### src/design/acs_pkg.sv
// shared constants, field layout and state type of the conversion sequencer
package acs_pkg;
    // register bus geometry
    localparam int ADDR_W = 3;
    localparam int DATA_W = 16;
    localparam int RES_W = 10;
    localparam int CH_W = 4;
    localparam int NUM_CH = 16;

    // register word addresses
    localparam logic [ADDR_W-1:0] OFS_CTRL = 3'h0;
    localparam logic [ADDR_W-1:0] OFS_RESULT = 3'h1;
    localparam logic [ADDR_W-1:0] OFS_INJRES = 3'h2;
    localparam logic [ADDR_W-1:0] OFS_INJCTL = 3'h3;
    localparam logic [ADDR_W-1:0] OFS_STATUS = 3'h4;
    localparam logic [ADDR_W-1:0] OFS_MASK = 3'h5;
    localparam logic [ADDR_W-1:0] OFS_DIGIN = 3'h6;

    // converter control register fields
    localparam int CTL_CHAN_LSB = 0;
    localparam int CTL_MODE_LSB = 4;
    localparam int CTL_START_BIT = 6;
    localparam int CTL_WFR_BIT = 7;
    localparam int CTL_SUSP_BIT = 8;
    localparam int CTL_SC_LSB = 12;
    localparam int CTL_CC_LSB = 14;
    localparam logic [DATA_W-1:0] CTRL_RESET = 16'h0000;

    // injection control and result layout
    localparam int INJ_REQ_BIT = 4;
    localparam int RES_CH_LSB = 12;

    // status and mask bits
    localparam int STAT_W = 3;
    localparam int ST_DONE = 0;
    localparam int ST_OVR = 1;
    localparam int ST_INJ = 2;

    // conversion modes
    localparam logic [1:0] MODE_SGL_ONE = 2'h0;
    localparam logic [1:0] MODE_SGL_CONT = 2'h1;
    localparam logic [1:0] MODE_SCAN_ONE = 2'h2;
    localparam logic [1:0] MODE_SCAN_CONT = 2'h3;

    // timing: base clock phase is one system clock of 5 ns
    localparam int SYS_CLK_PS = 5000;
    localparam int TCL_PS = 5000;
    localparam int TCL_CYCLES = (TCL_PS + SYS_CLK_PS - 1) / SYS_CLK_PS;
    localparam int PER_W = 8;
    localparam logic [PER_W-1:0] CC_MUL_00 = 8'h18;
    localparam logic [PER_W-1:0] CC_MUL_10 = 8'h60;
    localparam logic [PER_W-1:0] CC_MUL_11 = 8'h30;
    localparam logic [3:0] CONV_PERIODS = 4'hA;

    typedef enum logic [1:0] {ST_IDLE, ST_SAMPLE, ST_CONVERT, ST_HOLD}
        acs_state_t;
endpackage

### src/design/acs_cc_tick.sv
// conversion clock tick generator, one pulse per programmed period
`timescale 1ns/1ps
`default_nettype none
module acs_cc_tick
    import acs_pkg::*;
#(
    parameter int PW = PER_W
) (
    // clock and reset
    input wire logic sys_clk,
    input wire logic sys_rst,
    // control
    input wire logic en,
    input wire logic [PW-1:0] period,
    // tick out
    output logic tick
);
    logic [PW-1:0] cnt_q;
    logic [PW-1:0] since_q;
    wire wrap = (cnt_q == period - PW'(1));

    // counter restarts whenever the phase logic drops the enable
    always_ff @(posedge sys_clk or posedge sys_rst) begin
        if (sys_rst) begin
            cnt_q <= '0;
            tick <= 1'b0;
        end else begin
            cnt_q <= (!en || wrap) ? '0 : cnt_q + PW'(1);
            tick <= en && wrap;
        end
    end

    // helper: cycles since the last tick, for the period check
    always_ff @(posedge sys_clk or posedge sys_rst) begin
        if (sys_rst) begin
            since_q <= '0;
        end else begin
            since_q <= !en ? '0 : (tick ? PW'(1) : since_q + PW'(1));
        end
    end
endmodule
`default_nettype wire

### src/design/acs_result_buf.sv
// temporary result holding register used while a conversion waits for a read
`timescale 1ns/1ps
`default_nettype none
module acs_result_buf
    import acs_pkg::*;
#(
    parameter int W = DATA_W
) (
    // clock and reset
    input wire logic sys_clk,
    input wire logic sys_rst,
    // fill side
    input wire logic load,
    input wire logic [W-1:0] din,
    // drain side
    input wire logic drain,
    output logic full,
    output logic [W-1:0] dout
);
    // one entry; a drain and a load never coincide in the sequencer
    always_ff @(posedge sys_clk or posedge sys_rst) begin
        if (sys_rst) begin
            full <= 1'b0;
            dout <= '0;
        end else begin
            if (load) begin
                dout <= din;
            end
            full <= load ? 1'b1 : (drain ? 1'b0 : full);
        end
    end
endmodule
`default_nettype wire

### src/design/acs_seq_top.sv
// conversion sequencer: modes, overrun, wait-for-read, injection, registers
//
// Notes on behaviour
// - 10-bit results, channel chosen from 16
// - overrun raises flag, or suspends until read
// - channel pins stay readable as digital inputs
// - single mode: convert once, store, stop
// - continuous single: repeat same channel until stopped
// - scan single: each selected channel once, store each
// - scan continuous: cycle selected channels without end
// - every stored result raises a service request
// - wait-for-read: buffer result, pause until read (the code does this in the continuous modes only; single modes flag an overrun)
// - injected conversion goes to injection result register
// - after injection, continuous mode resumes unchanged
// - conversion clock 24, 96, 48 base phases
// - clock selects at 15:14, sample 13:12
//
// Added by the designer: the register offsets and the address-and-strobe port.
`timescale 1ns/1ps
`default_nettype none
module acs_seq_top
    import acs_pkg::*;
(
    // clock and reset
    input wire logic sys_clk,
    input wire logic sys_rst,
    // register port
    input wire logic [ADDR_W-1:0] regAddr,
    input wire logic [DATA_W-1:0] regWrData,
    input wire logic regWrEn,
    input wire logic regRdEn,
    output logic [DATA_W-1:0] regRdData,
    // analog front end
    input wire logic [RES_W-1:0] convData,
    input wire logic [NUM_CH-1:0] anaDigIn,
    output logic [CH_W-1:0] muxSel,
    output logic sampleEn,
    output logic convEn,
    // status
    output logic busy,
    output logic irq
);
    acs_state_t state_q, state_d;
    logic [DATA_W-1:0] ctrl_q;
    logic [DATA_W-1:0] result_q;
    logic [DATA_W-1:0] injResult_q;
    logic [CH_W-1:0] injChan_q;
    logic [CH_W-1:0] chan_q, chan_d;
    logic [3:0] cnt_q, cnt_d;
    logic [STAT_W-1:0] status_q, mask_q;
    logic [NUM_CH-1:0] digIn_q;
    logic unread_q, run_q, run_d, injAct_q, injAct_d, injPend_q, injPend_d;
    logic enterSample;
    logic ccTick, bufFull;
    logic [DATA_W-1:0] bufData;

    // register decode
    wire wrCtl = regWrEn && (regAddr == OFS_CTRL);
    wire wrInj = regWrEn && (regAddr == OFS_INJCTL);
    wire wrStat = regWrEn && (regAddr == OFS_STATUS);
    wire wrMask = regWrEn && (regAddr == OFS_MASK);
    wire rdResult = regRdEn && (regAddr == OFS_RESULT);

    // control fields
    wire [1:0] mode = ctrl_q[CTL_MODE_LSB +: 2];
    wire [CH_W-1:0] startChan = ctrl_q[CTL_CHAN_LSB +: CH_W];
    wire [1:0] ccSel = ctrl_q[CTL_CC_LSB +: 2];
    wire [1:0] scSel = ctrl_q[CTL_SC_LSB +: 2];
    wire contMode = mode[0];
    wire scanMode = mode[1];

    // conversion clock period; reserved code 01 falls back to 24 phases
    wire [PER_W-1:0] ccMul = (ccSel == 2'h2) ? CC_MUL_10 :
                             (ccSel == 2'h3) ? CC_MUL_11 : CC_MUL_00;
    wire [PER_W-1:0] ccPeriod = PER_W'(ccMul * PER_W'(TCL_CYCLES));
    // sample period of 1, 2, 4 or 8 conversion clocks
    wire [3:0] sampleLast = (4'h1 << scSel) - 4'h1;

    // phase completion and result routing
    wire convLast = (state_q == ST_CONVERT) && ccTick &&
                    (cnt_q == CONV_PERIODS - 4'h1);
    wire doneInj = convLast && injAct_q;
    wire doneNorm = convLast && !injAct_q;
    // suspension, or wait-for-read in a continuous mode, parks the result
    wire holdSel = ctrl_q[CTL_SUSP_BIT] |
                   (ctrl_q[CTL_WFR_BIT] & contMode);
    wire goHold = doneNorm && unread_q && holdSel;
    wire fromHold = (state_q == ST_HOLD) && rdResult;
    wire loadRes = (doneNorm && !goHold) || fromHold;
    wire overrun = doneNorm && unread_q && !holdSel;
    // run flag before any store this cycle; reading run_d would loop
    wire runKeep = run_q && !(wrCtl && !regWrData[CTL_START_BIT]);
    wire stopNow = !runKeep || (mode == MODE_SGL_ONE) ||
                   ((mode == MODE_SCAN_ONE) && (chan_q == '0));
    // scan walks down from the start channel to channel 0
    wire [CH_W-1:0] nextChan = !scanMode ? chan_q :
        ((chan_q == '0) ? startChan : chan_q - CH_W'(1));
    wire [DATA_W-1:0] newRes = {chan_q, 2'h0, convData};
    wire [DATA_W-1:0] resIn = fromHold ? bufData : newRes;
    wire [STAT_W-1:0] statSet = {doneInj, overrun, loadRes};

    acs_cc_tick #(.PW(PER_W)) u_tick (
        .sys_clk(sys_clk),
        .sys_rst(sys_rst),
        .en((state_q == ST_SAMPLE) || (state_q == ST_CONVERT)),
        .period(ccPeriod),
        .tick(ccTick)
    );

    acs_result_buf #(.W(DATA_W)) u_buf (
        .sys_clk(sys_clk),
        .sys_rst(sys_rst),
        .load(goHold),
        .din(newRes),
        .drain(fromHold),
        .full(bufFull),
        .dout(bufData)
    );

    // sequencer next state
    always_comb begin
        state_d = state_q;
        chan_d = chan_q;
        cnt_d = cnt_q;
        run_d = run_q;
        injAct_d = injAct_q;
        injPend_d = injPend_q;
        enterSample = 1'b0;
        if (wrCtl && !regWrData[CTL_START_BIT]) begin
            run_d = 1'b0;
        end
        // injection is only taken while a continuous mode runs
        if (wrInj && regWrData[INJ_REQ_BIT] && run_q && contMode) begin
            injPend_d = 1'b1;
        end
        case (state_q)
            ST_IDLE: begin
                if (wrCtl && regWrData[CTL_START_BIT]) begin
                    run_d = 1'b1;
                    chan_d = regWrData[CTL_CHAN_LSB +: CH_W];
                    enterSample = 1'b1;
                end
            end
            ST_SAMPLE: begin
                if (ccTick) begin
                    if (cnt_q == sampleLast) begin
                        state_d = ST_CONVERT;
                        cnt_d = '0;
                    end else begin
                        cnt_d = cnt_q + 4'h1;
                    end
                end
            end
            ST_CONVERT: begin
                if (ccTick) begin
                    cnt_d = cnt_q + 4'h1;
                end
                if (doneInj) begin
                    injAct_d = 1'b0;
                    if (run_d) begin
                        enterSample = 1'b1;
                    end else begin
                        state_d = ST_IDLE;
                        injPend_d = 1'b0;
                    end
                end else if (goHold) begin
                    state_d = ST_HOLD;
                end
            end
            ST_HOLD: begin
                state_d = ST_HOLD;
            end
            default: begin
                state_d = ST_IDLE;
            end
        endcase
        if (loadRes) begin
            if (stopNow) begin
                state_d = ST_IDLE;
                run_d = 1'b0;
                injPend_d = 1'b0;
            end else begin
                chan_d = nextChan;
                enterSample = 1'b1;
            end
        end
        if (enterSample) begin
            state_d = ST_SAMPLE;
            cnt_d = '0;
            injAct_d = injPend_d;
            injPend_d = 1'b0;
        end
    end

    // sequencer state and analog side outputs
    always_ff @(posedge sys_clk or posedge sys_rst) begin
        if (sys_rst) begin
            state_q <= ST_IDLE;
            chan_q <= '0;
            cnt_q <= '0;
            run_q <= 1'b0;
            injAct_q <= 1'b0;
            injPend_q <= 1'b0;
            muxSel <= '0;
            sampleEn <= 1'b0;
            convEn <= 1'b0;
            busy <= 1'b0;
        end else begin
            state_q <= state_d;
            chan_q <= chan_d;
            cnt_q <= cnt_d;
            run_q <= run_d;
            injAct_q <= injAct_d;
            injPend_q <= injPend_d;
            muxSel <= injAct_d ? injChan_q : chan_d;
            sampleEn <= (state_d == ST_SAMPLE);
            convEn <= (state_d == ST_CONVERT);
            busy <= (state_d != ST_IDLE);
        end
    end

    // software registers; set beats a same-cycle clear on every flag
    always_ff @(posedge sys_clk or posedge sys_rst) begin
        if (sys_rst) begin
            ctrl_q <= CTRL_RESET;
            injChan_q <= '0;
            mask_q <= '0;
            status_q <= '0;
            unread_q <= 1'b0;
            result_q <= '0;
            injResult_q <= '0;
            digIn_q <= '0;
        end else begin
            if (wrCtl) begin
                ctrl_q <= regWrData & ~(16'h0001 << CTL_START_BIT);
            end
            if (wrInj) begin
                injChan_q <= regWrData[CH_W-1:0];
            end
            if (wrMask) begin
                mask_q <= regWrData[STAT_W-1:0];
            end
            status_q <= statSet |
                (status_q & ~(wrStat ? regWrData[STAT_W-1:0] : '0));
            unread_q <= loadRes | (unread_q & !rdResult);
            if (loadRes) begin
                result_q <= resIn;
            end
            if (doneInj) begin
                injResult_q <= {injChan_q, 2'h0, convData};
            end
            digIn_q <= anaDigIn;
        end
    end

    // read mux; unmapped addresses read zero
    wire [DATA_W-1:0] ctrlView = ctrl_q | (DATA_W'(busy) << CTL_START_BIT);
    wire [DATA_W-1:0] rdMux =
        (regAddr == OFS_CTRL) ? ctrlView :
        (regAddr == OFS_RESULT) ? result_q :
        (regAddr == OFS_INJRES) ? injResult_q :
        (regAddr == OFS_INJCTL) ? DATA_W'(injChan_q) :
        (regAddr == OFS_STATUS) ? DATA_W'(status_q) :
        (regAddr == OFS_MASK) ? DATA_W'(mask_q) :
        (regAddr == OFS_DIGIN) ? digIn_q : '0;

    // read data and interrupt output
    always_ff @(posedge sys_clk or posedge sys_rst) begin
        if (sys_rst) begin
            regRdData <= '0;
            irq <= 1'b0;
        end else begin
            regRdData <= regRdEn ? rdMux : '0;
            irq <= |((statSet | status_q) & mask_q);
        end
    end
endmodule
`default_nettype wire

### config.mk
export PLATFORM = sky130hd
export DESIGN_NAME = acs_seq_top
export DESIGN_NICKNAME = d
export VERILOG_FILES = /design/src/design/acs_pkg.sv /design/src/design/acs_cc_tick.sv /design/src/design/acs_result_buf.sv /design/src/design/acs_seq_top.sv
export SDC_FILE = /design/constraint.sdc
export NUM_CORES = 1
export LEC_CHECK = 0
export BUFFER_PORTS_ARGS = -buffer_cell sky130_fd_sc_hd__buf_2
export CAP_MARGIN = 20
export CORE_MARGIN = 10
export CORE_UTILIZATION = 58
export DETAILED_ROUTE_END_ITERATION = 16
export PLACE_DENSITY = 0.77
export SLEW_MARGIN = 10
export SYNTH_ARGS = -nofsm -noshare
export SYNTH_HDL_FRONTEND = slang
export SYNTH_SLANG_ARGS = --single-unit
### constraint.sdc
create_clock -name sys_clk -period 5.43 [get_ports sys_clk]
set_clock_uncertainty 0.1 [all_clocks]
set_input_delay 0.543 -clock sys_clk [delete_from_list [all_inputs] [get_ports sys_clk]]
set_output_delay 0.543 -clock sys_clk [all_outputs]
set_load 0.05 [all_outputs]
# --- Word-level counts from Yosys, hierarchy flattened ---
# Index checks and enable logic that the tools add are counted.
totals:
  reg_bits: 132
  latch_bits: 0
  mem_bits_rw: 0
  romBits: 0
  input_bits: 49
  word_cells: 156
  mem_count: 0
op_classes:
  add_sub_neg: 5
  n_mul: 0
  div_mod_pow: 0
  n_lt_le_gt_ge: 0
  eq_ne: 19
  shifts: 1
  mux: 55
  n_bitwise: 10
  n_reduce_logical: 43
op_table:
  columns: ["op", "count"]
  rows:
  - ["2-to-1 mux 16 bit", 9]
  - ["2-to-1 mux 4 bit", 11]
  - ["logical AND 1 bit", 22]
  - ["2-to-1 mux 1 bit", 20]
  - ["2-to-1 mux 2 bit", 8]
  - ["bitwise OR 16 x 7 -> 16 bit", 1]
  - ["equality test 2 bit (second input constant)", 6]
  - ["equality test 3 bit (second input constant)", 3]
  - ["adder 8 x 1 -> 8 bit (second input constant)", 1]
  - ["equality test 8 bit", 1]
  - ["logical NOT 1 bit", 8]
  - ["2-to-1 mux 8 bit", 1]
  - ["one-hot mux 4 bit (2 select lines)", 1]
  - ["subtractor 4 x 1 -> 4 bit (second input constant)", 2]
  - ["subtractor 7 x 1 -> 8 bit (second input constant)", 1]
  - ["2-to-1 mux 7 bit", 1]
  - ["bitwise AND 3 bit", 2]
  - ["equality test 3 x 2 -> 1 bit (second input constant)", 2]
  - ["2-to-1 mux 6 bit", 1]
  - ["!= test 3 x 2 -> 1 bit (second input constant)", 2]
  - ["bitwise OR 3 bit", 2]
  - ["one-hot mux 2 bit (3 select lines)", 1]
  - ["logical OR 1 bit", 5]
  - ["adder 4 x 1 -> 4 bit (second input constant)", 1]
  - ["17 further kinds", 21]

# --- Depth between registers and ports, before layout ---
logic_depth:
  word_depth: 13
  mapped_depth: 10

# --- Hierarchy ---
# From an unflattened synthesis, not the netlist that was laid out.
hier_totals:
  hier_cells: 656
  hier_area_um2: 6505.0
by_module_without_submodules:
  columns: ["module", "n_inst", "cells_per_inst", "area_per_inst_um2", "seq_area_each_um2"]
  rows:
  - ["acs_seq_top", 1, 536, 5094.9, 2727.6]
  - ["acs_cc_tick", 1, 82, 723.2, 225.2]
  - ["acs_result_buf", 1, 38, 686.9, 425.4]

# --- Worst setup path before layout ---
# Ideal clock, no wire load.
synth_timing:
  path_kind: "input to register"
  start: "in regAddr[2]"
  end: "reg muxSel[0]"
  t_arrival_ns: 2.226
  required_time_ns: 5.205
  setup_slack_ns: 2.979
  cell_stages: 7
  cell_sequence: "or4b_1 buf_2 o21ai_4 a211oi_2 a22o_1 a21oi_4 mux2_2"
synth_between:
  elab_chain_len: 13
synth_lines:
  columns: ["item", "line", "text"]
  rows:
  - ["from (decl)", "acs_seq_top.sv:28", "input wire logic [ADDR_W-1:0] regAddr,"]
  - ["equality test 3 x 2 -> 1 bit", "acs_seq_top.sv:59", "wire wrInj = regWrEn && (regAddr == OFS_INJCTL);"]
  - ["logical AND 1 bit", "acs_seq_top.sv:59", null]
  - ["logical AND 1 bit (3 in a row)", "acs_seq_top.sv:133", "if (wrInj && regWrData[INJ_REQ_BIT] && run_q && contMode) begin"]
  - ["2-to-1 mux 1 bit", "acs_seq_top.sv:133", null]
  - ["2-to-1 mux 1 bit", "acs_seq_top.sv:160", "if (run_d) begin"]
  - ["2-to-1 mux 1 bit", "acs_seq_top.sv:158", "if (doneInj) begin"]
  - ["2-to-1 mux 1 bit", "acs_seq_top.sv:136", "case (state_q)"]
  - ["2-to-1 mux 1 bit", "acs_seq_top.sv:178", "if (stopNow) begin"]
  - ["2-to-1 mux 1 bit", "acs_seq_top.sv:177", "if (loadRes) begin"]
  - ["2-to-1 mux 1 bit", "acs_seq_top.sv:187", "if (enterSample) begin"]
  - ["2-to-1 mux 4 bit *", "acs_seq_top.sv:215", "muxSel <= injAct_d ? injChan_q : chan_d;"]
  - ["to (signal assigned)", "acs_seq_top.sv:215", null]
  - ["to (decl)", "acs_seq_top.sv:36", "output logic [CH_W-1:0] muxSel,"]
# Every way passes the cells marked *; elsewhere a longest branch is shown, timed or not.
# A chain may end at the register's enable or synchronous reset.

# --- Worst setup path after layout ---
layout_timing:
  start: "in regAddr[1]"
  end: "reg muxSel[1]"
# Same word-level chain as after synthesis.

==> impl_metrics.toml <==
[worst_setup_path]
crit_fanout = 31
cp.required_ns = 5.74
worstPathCellList = "buf_2 -> nor2_1 -> nand4_2 -> a211oi_2 -> a22o_1 -> a21oi_4 -> mux2_2"
r2r_slack_ns = 2.31
arrival_ns = 3.55
path_buf_inv = 1
cp_slowest_cell = "a211oi_2"
cp-end-kind = "register"
crit_family = "compound AO/OA/AOI/OAI gates"
crit_type = "in -> reg"
r2r_cells = 6
cp-start-kind = "input port"
reg2reg_to = "muxSel[1]$_DFF_PP0_"
critPathMaxStageDelay_ns = 0.87
r2r_start = "state_q[0]$_DFF_PP0_"

[clock_tree]
cts_sinks = 130
insertion_delay_ns = 0.53
numCtsBuffers = 17
tritoncts = "built"
path_clk_slew_ns = 0.05
cts.path.max_buffers = 2
root_buffer = "clkbuf_8"
cts_max_level = 4

[yosys]
netlist.area_leader.share_pct = 53.9
ys_types = 56
synth_edf_count = 0
syn_area_sq_um = 6040
synth_adder_area_share_pct = 1.66
synthSimpleGateAreaFrac_pct = 18.5
syn_inst = 611
async_reset_ff_share_pct = 100
synth-seq-cells = 130
ys_top_cells_by_area = "dfrtp_1 (54%), nand2_1 (7.6%), mux2_2 (5.0%)"
synth-xor-area-share_pct = 0.870
yosysWarnings = 0
synth_largest_area_cell = "dfrtp_1"
synth_compound_area_share_pct = 12.3
synthMuxAreaShare_pct = 9.18
ys_seq_area_share_pct = 53.9
synth_top_family_by_area = "simple AND/OR/NAND/NOR gates"
syn-mean-instance-area_sq_um = 9.88
synth_nets = 668
synthFlopType = "dfrtp_1"

[routing]
drt-total-wl_microns = 15400
drcViolationCount = 0
num_vias = 4814
drt_iter0_drc = 598
vias_per_cell = 5.82
wl_per_cell_microns = 18.6
firstDrtPassIters = 5
drtAntennaViolNets = 0

[sta]
min_period_ns = 3.24
period_share_pct = 59.6
worst_slew_pin_slew_ns = 0.834
fin_tns_setup_ns = 0
max_freq_ghz = 0.309
rsz0062_at_grt = "false"
hold_violations = 0
drv_slew = 0
finalSetupViolCount = 0
relSlewSlack_pct = 44.4

[floorplanning]
design.die.area_sq_um = 14900
rows = 37
ios = 73
core_sq_um = 10200
start_util_pct = 59.0
die_x_microns = 122
die_y_microns = 122

[placed_design]
dp_hpwl_microns = 10600
place_area_sq_um = 6450
globalplace.congestion = 0.948
port-buffer-count = 72

[cells_and_area]
final_cell_mix = "dfrtp_1 (130), nand2_1 (122), buf_2 (72)"
regArea_sq_um = 3250
nets = 735
area_growth_syn_to_layout_pct = 17.0
final_common_cell = "dfrtp_1"
final_area_sq_um = 7070
multi_input_area_sq_um = 2570
num-fill-cells = 769
drive_above_1_share_pct = 20.1

[grt]
grt_max_degree = 72
antenna_found_initial = 1
grt_pass1_wl_microns = 25100
grt_pass1_vias = 4864
track_usage_pct = 21.3
grt-ovfl-total = 0

[power_and_ir_drop]
p_leak_nw = 3.50
peakVddDrop_v = 0.000253
powerDensity_nw_per_um2 = 412

[min_path]
whs_endpoint = "digIn_q[1]$_DFF_PP0_"
hold_depth = 1
hold_class = "in -> reg"
min_from = "anaDigIn[1]"

[outcome]
status = "complete, no violations"

[flow_run]
maxCapViolCount = 0
==> synth_stat cells (2+ instances only) <==
cell type	count
buf_2	5
a211oi_1	9
a21o_1	3
o211ai_1	2
xnor2_1	2
nand2_1	122
a22o_1	2
and4b_1	2
a221oi_1	3
nand4b_1	4
buf_1	2
nor2_1	45
ha_1	8
nor2b_1	7
or2_2	2
nor4_1	2
nand3_1	15
o21ai_0	40
nor3_1	6
and3_1	5
mux2i_1	25
inv_1	24
and2_1	9
nand2b_1	8
mux2_2	27
clkbuf_1	21
nand4_1	4
a21oi_1	44
nor4bb_1	2
a211oi_2	3
dfrtp_1	130
xor2_1	4
==> sequential cells by signal, indices dropped and copies added (netlist names) <==
| register | flops |
|---|---|
| injPend_q | 1 |
| u_buf.dout | 14 |
| status_q | 3 |
| chan_q | 4 |
| cnt_q | 4 |
| irq | 1 |
| run_q | 1 |
| u_tick.cnt_q | 8 |
| muxSel | 4 |
| unread_q | 1 |
| injAct_q | 1 |
| convEn | 1 |
| state_q | 2 |
| mask_q | 3 |
| regRdData | 16 |
| u_tick.tick | 1 |
| sampleEn | 1 |
| result_q | 14 |
| injChan_q | 4 |
| ctrl_q | 15 |
| busy | 1 |
| digIn_q | 16 |
| injResult_q | 14 |
==> through the flow <==
stage	util, %	cells	hold WS [ns]	worst slack (ns)	total power [mW]
after floorplan	-	611	0.333	1.32	1.66
after global placement	63.1	790	0.345	1.72	1.83
after detailed placement	63.1	790	0.354	1.53	1.85
after CTS	68.4	821	0.00466	2.04	2.91
after global routing	69.1	827	0.00241	1.92	3.06
final	69.1	827	0.0188	2.19	2.91
==> repair_timing <==
item / in CTS / in global routing
gates resized for setup: 0 / 0
setup buffers: 0 / 0
hold buffers: 0 / 3
endpoints found under the hold margin: 0 / 3
==> logic make-up after synthesis <==
group	Yosys count
AOI/OAI and AO/OA	121
adders and majority gates	8
xor gates and xnor gates	6
muxes	52
DFF	130
and+or+nand+nor	240
buffers and inverters	54
==> worst max path at each step <==
stage	start	endpoint	slack, ns	cells past startpoint
floorplan	sys_rst	busy$_DFF_PP0_	1.32	1
global placement	regAddr[2]	muxSel[3]$_DFF_PP0_	1.72	7
detailed placement	regAddr[1]	muxSel[3]$_DFF_PP0_	1.53	7
CTS	regAddr[2]	muxSel[1]$_DFF_PP0_	2.04	7
global route	regAddr[1]	muxSel[1]$_DFF_PP0_	1.92	7
finish	regAddr[1]	muxSel[1]$_DFF_PP0_	2.19	7
==> layout make-up <==
cell class | instances | area share (%)
diodes | 1 | 0.0354
clock buffers | 25 | 6.57
clock inverters | 6 | 1.13
inverters | 24 | 1.31
multi-input cells | 427 | 36.3
flip-flops and latches | 130 | 46.0
well taps | 136 | 2.41
repair buffers | 78 | 6.18
==> report_power, final <==
part	internal [mW]	switching (mW)	leakage (nW)
Sequential	1.12	0.139	1.60
Combinational	0.214	0.384	1.64
Clock	0.671	0.388	0.270
==> worst reg2reg max path, delay by kind of cell, from the launching register on <==
kind	cells	cell delay, ns
and+or+nand+nor	1	0.60
DFF	1	0.45
AOI/OAI and AO/OA	3	1.32
adders and majority gates	1	0.25
muxes	1	0.29
==> metal layers <==
metal | global-route usage [%] | vias to the layer above | routed length [microns]
li1 | - | 2229 | -
met1 | 27.5 | 2312 | 6540
met2 | 33.0 | 246 | 7140
met3 | 7.03 | 27 | 1410
met4 | 7.60 | 0 | 296
met5 | 0 | - | 0
(Power assumes the default switching activity.)
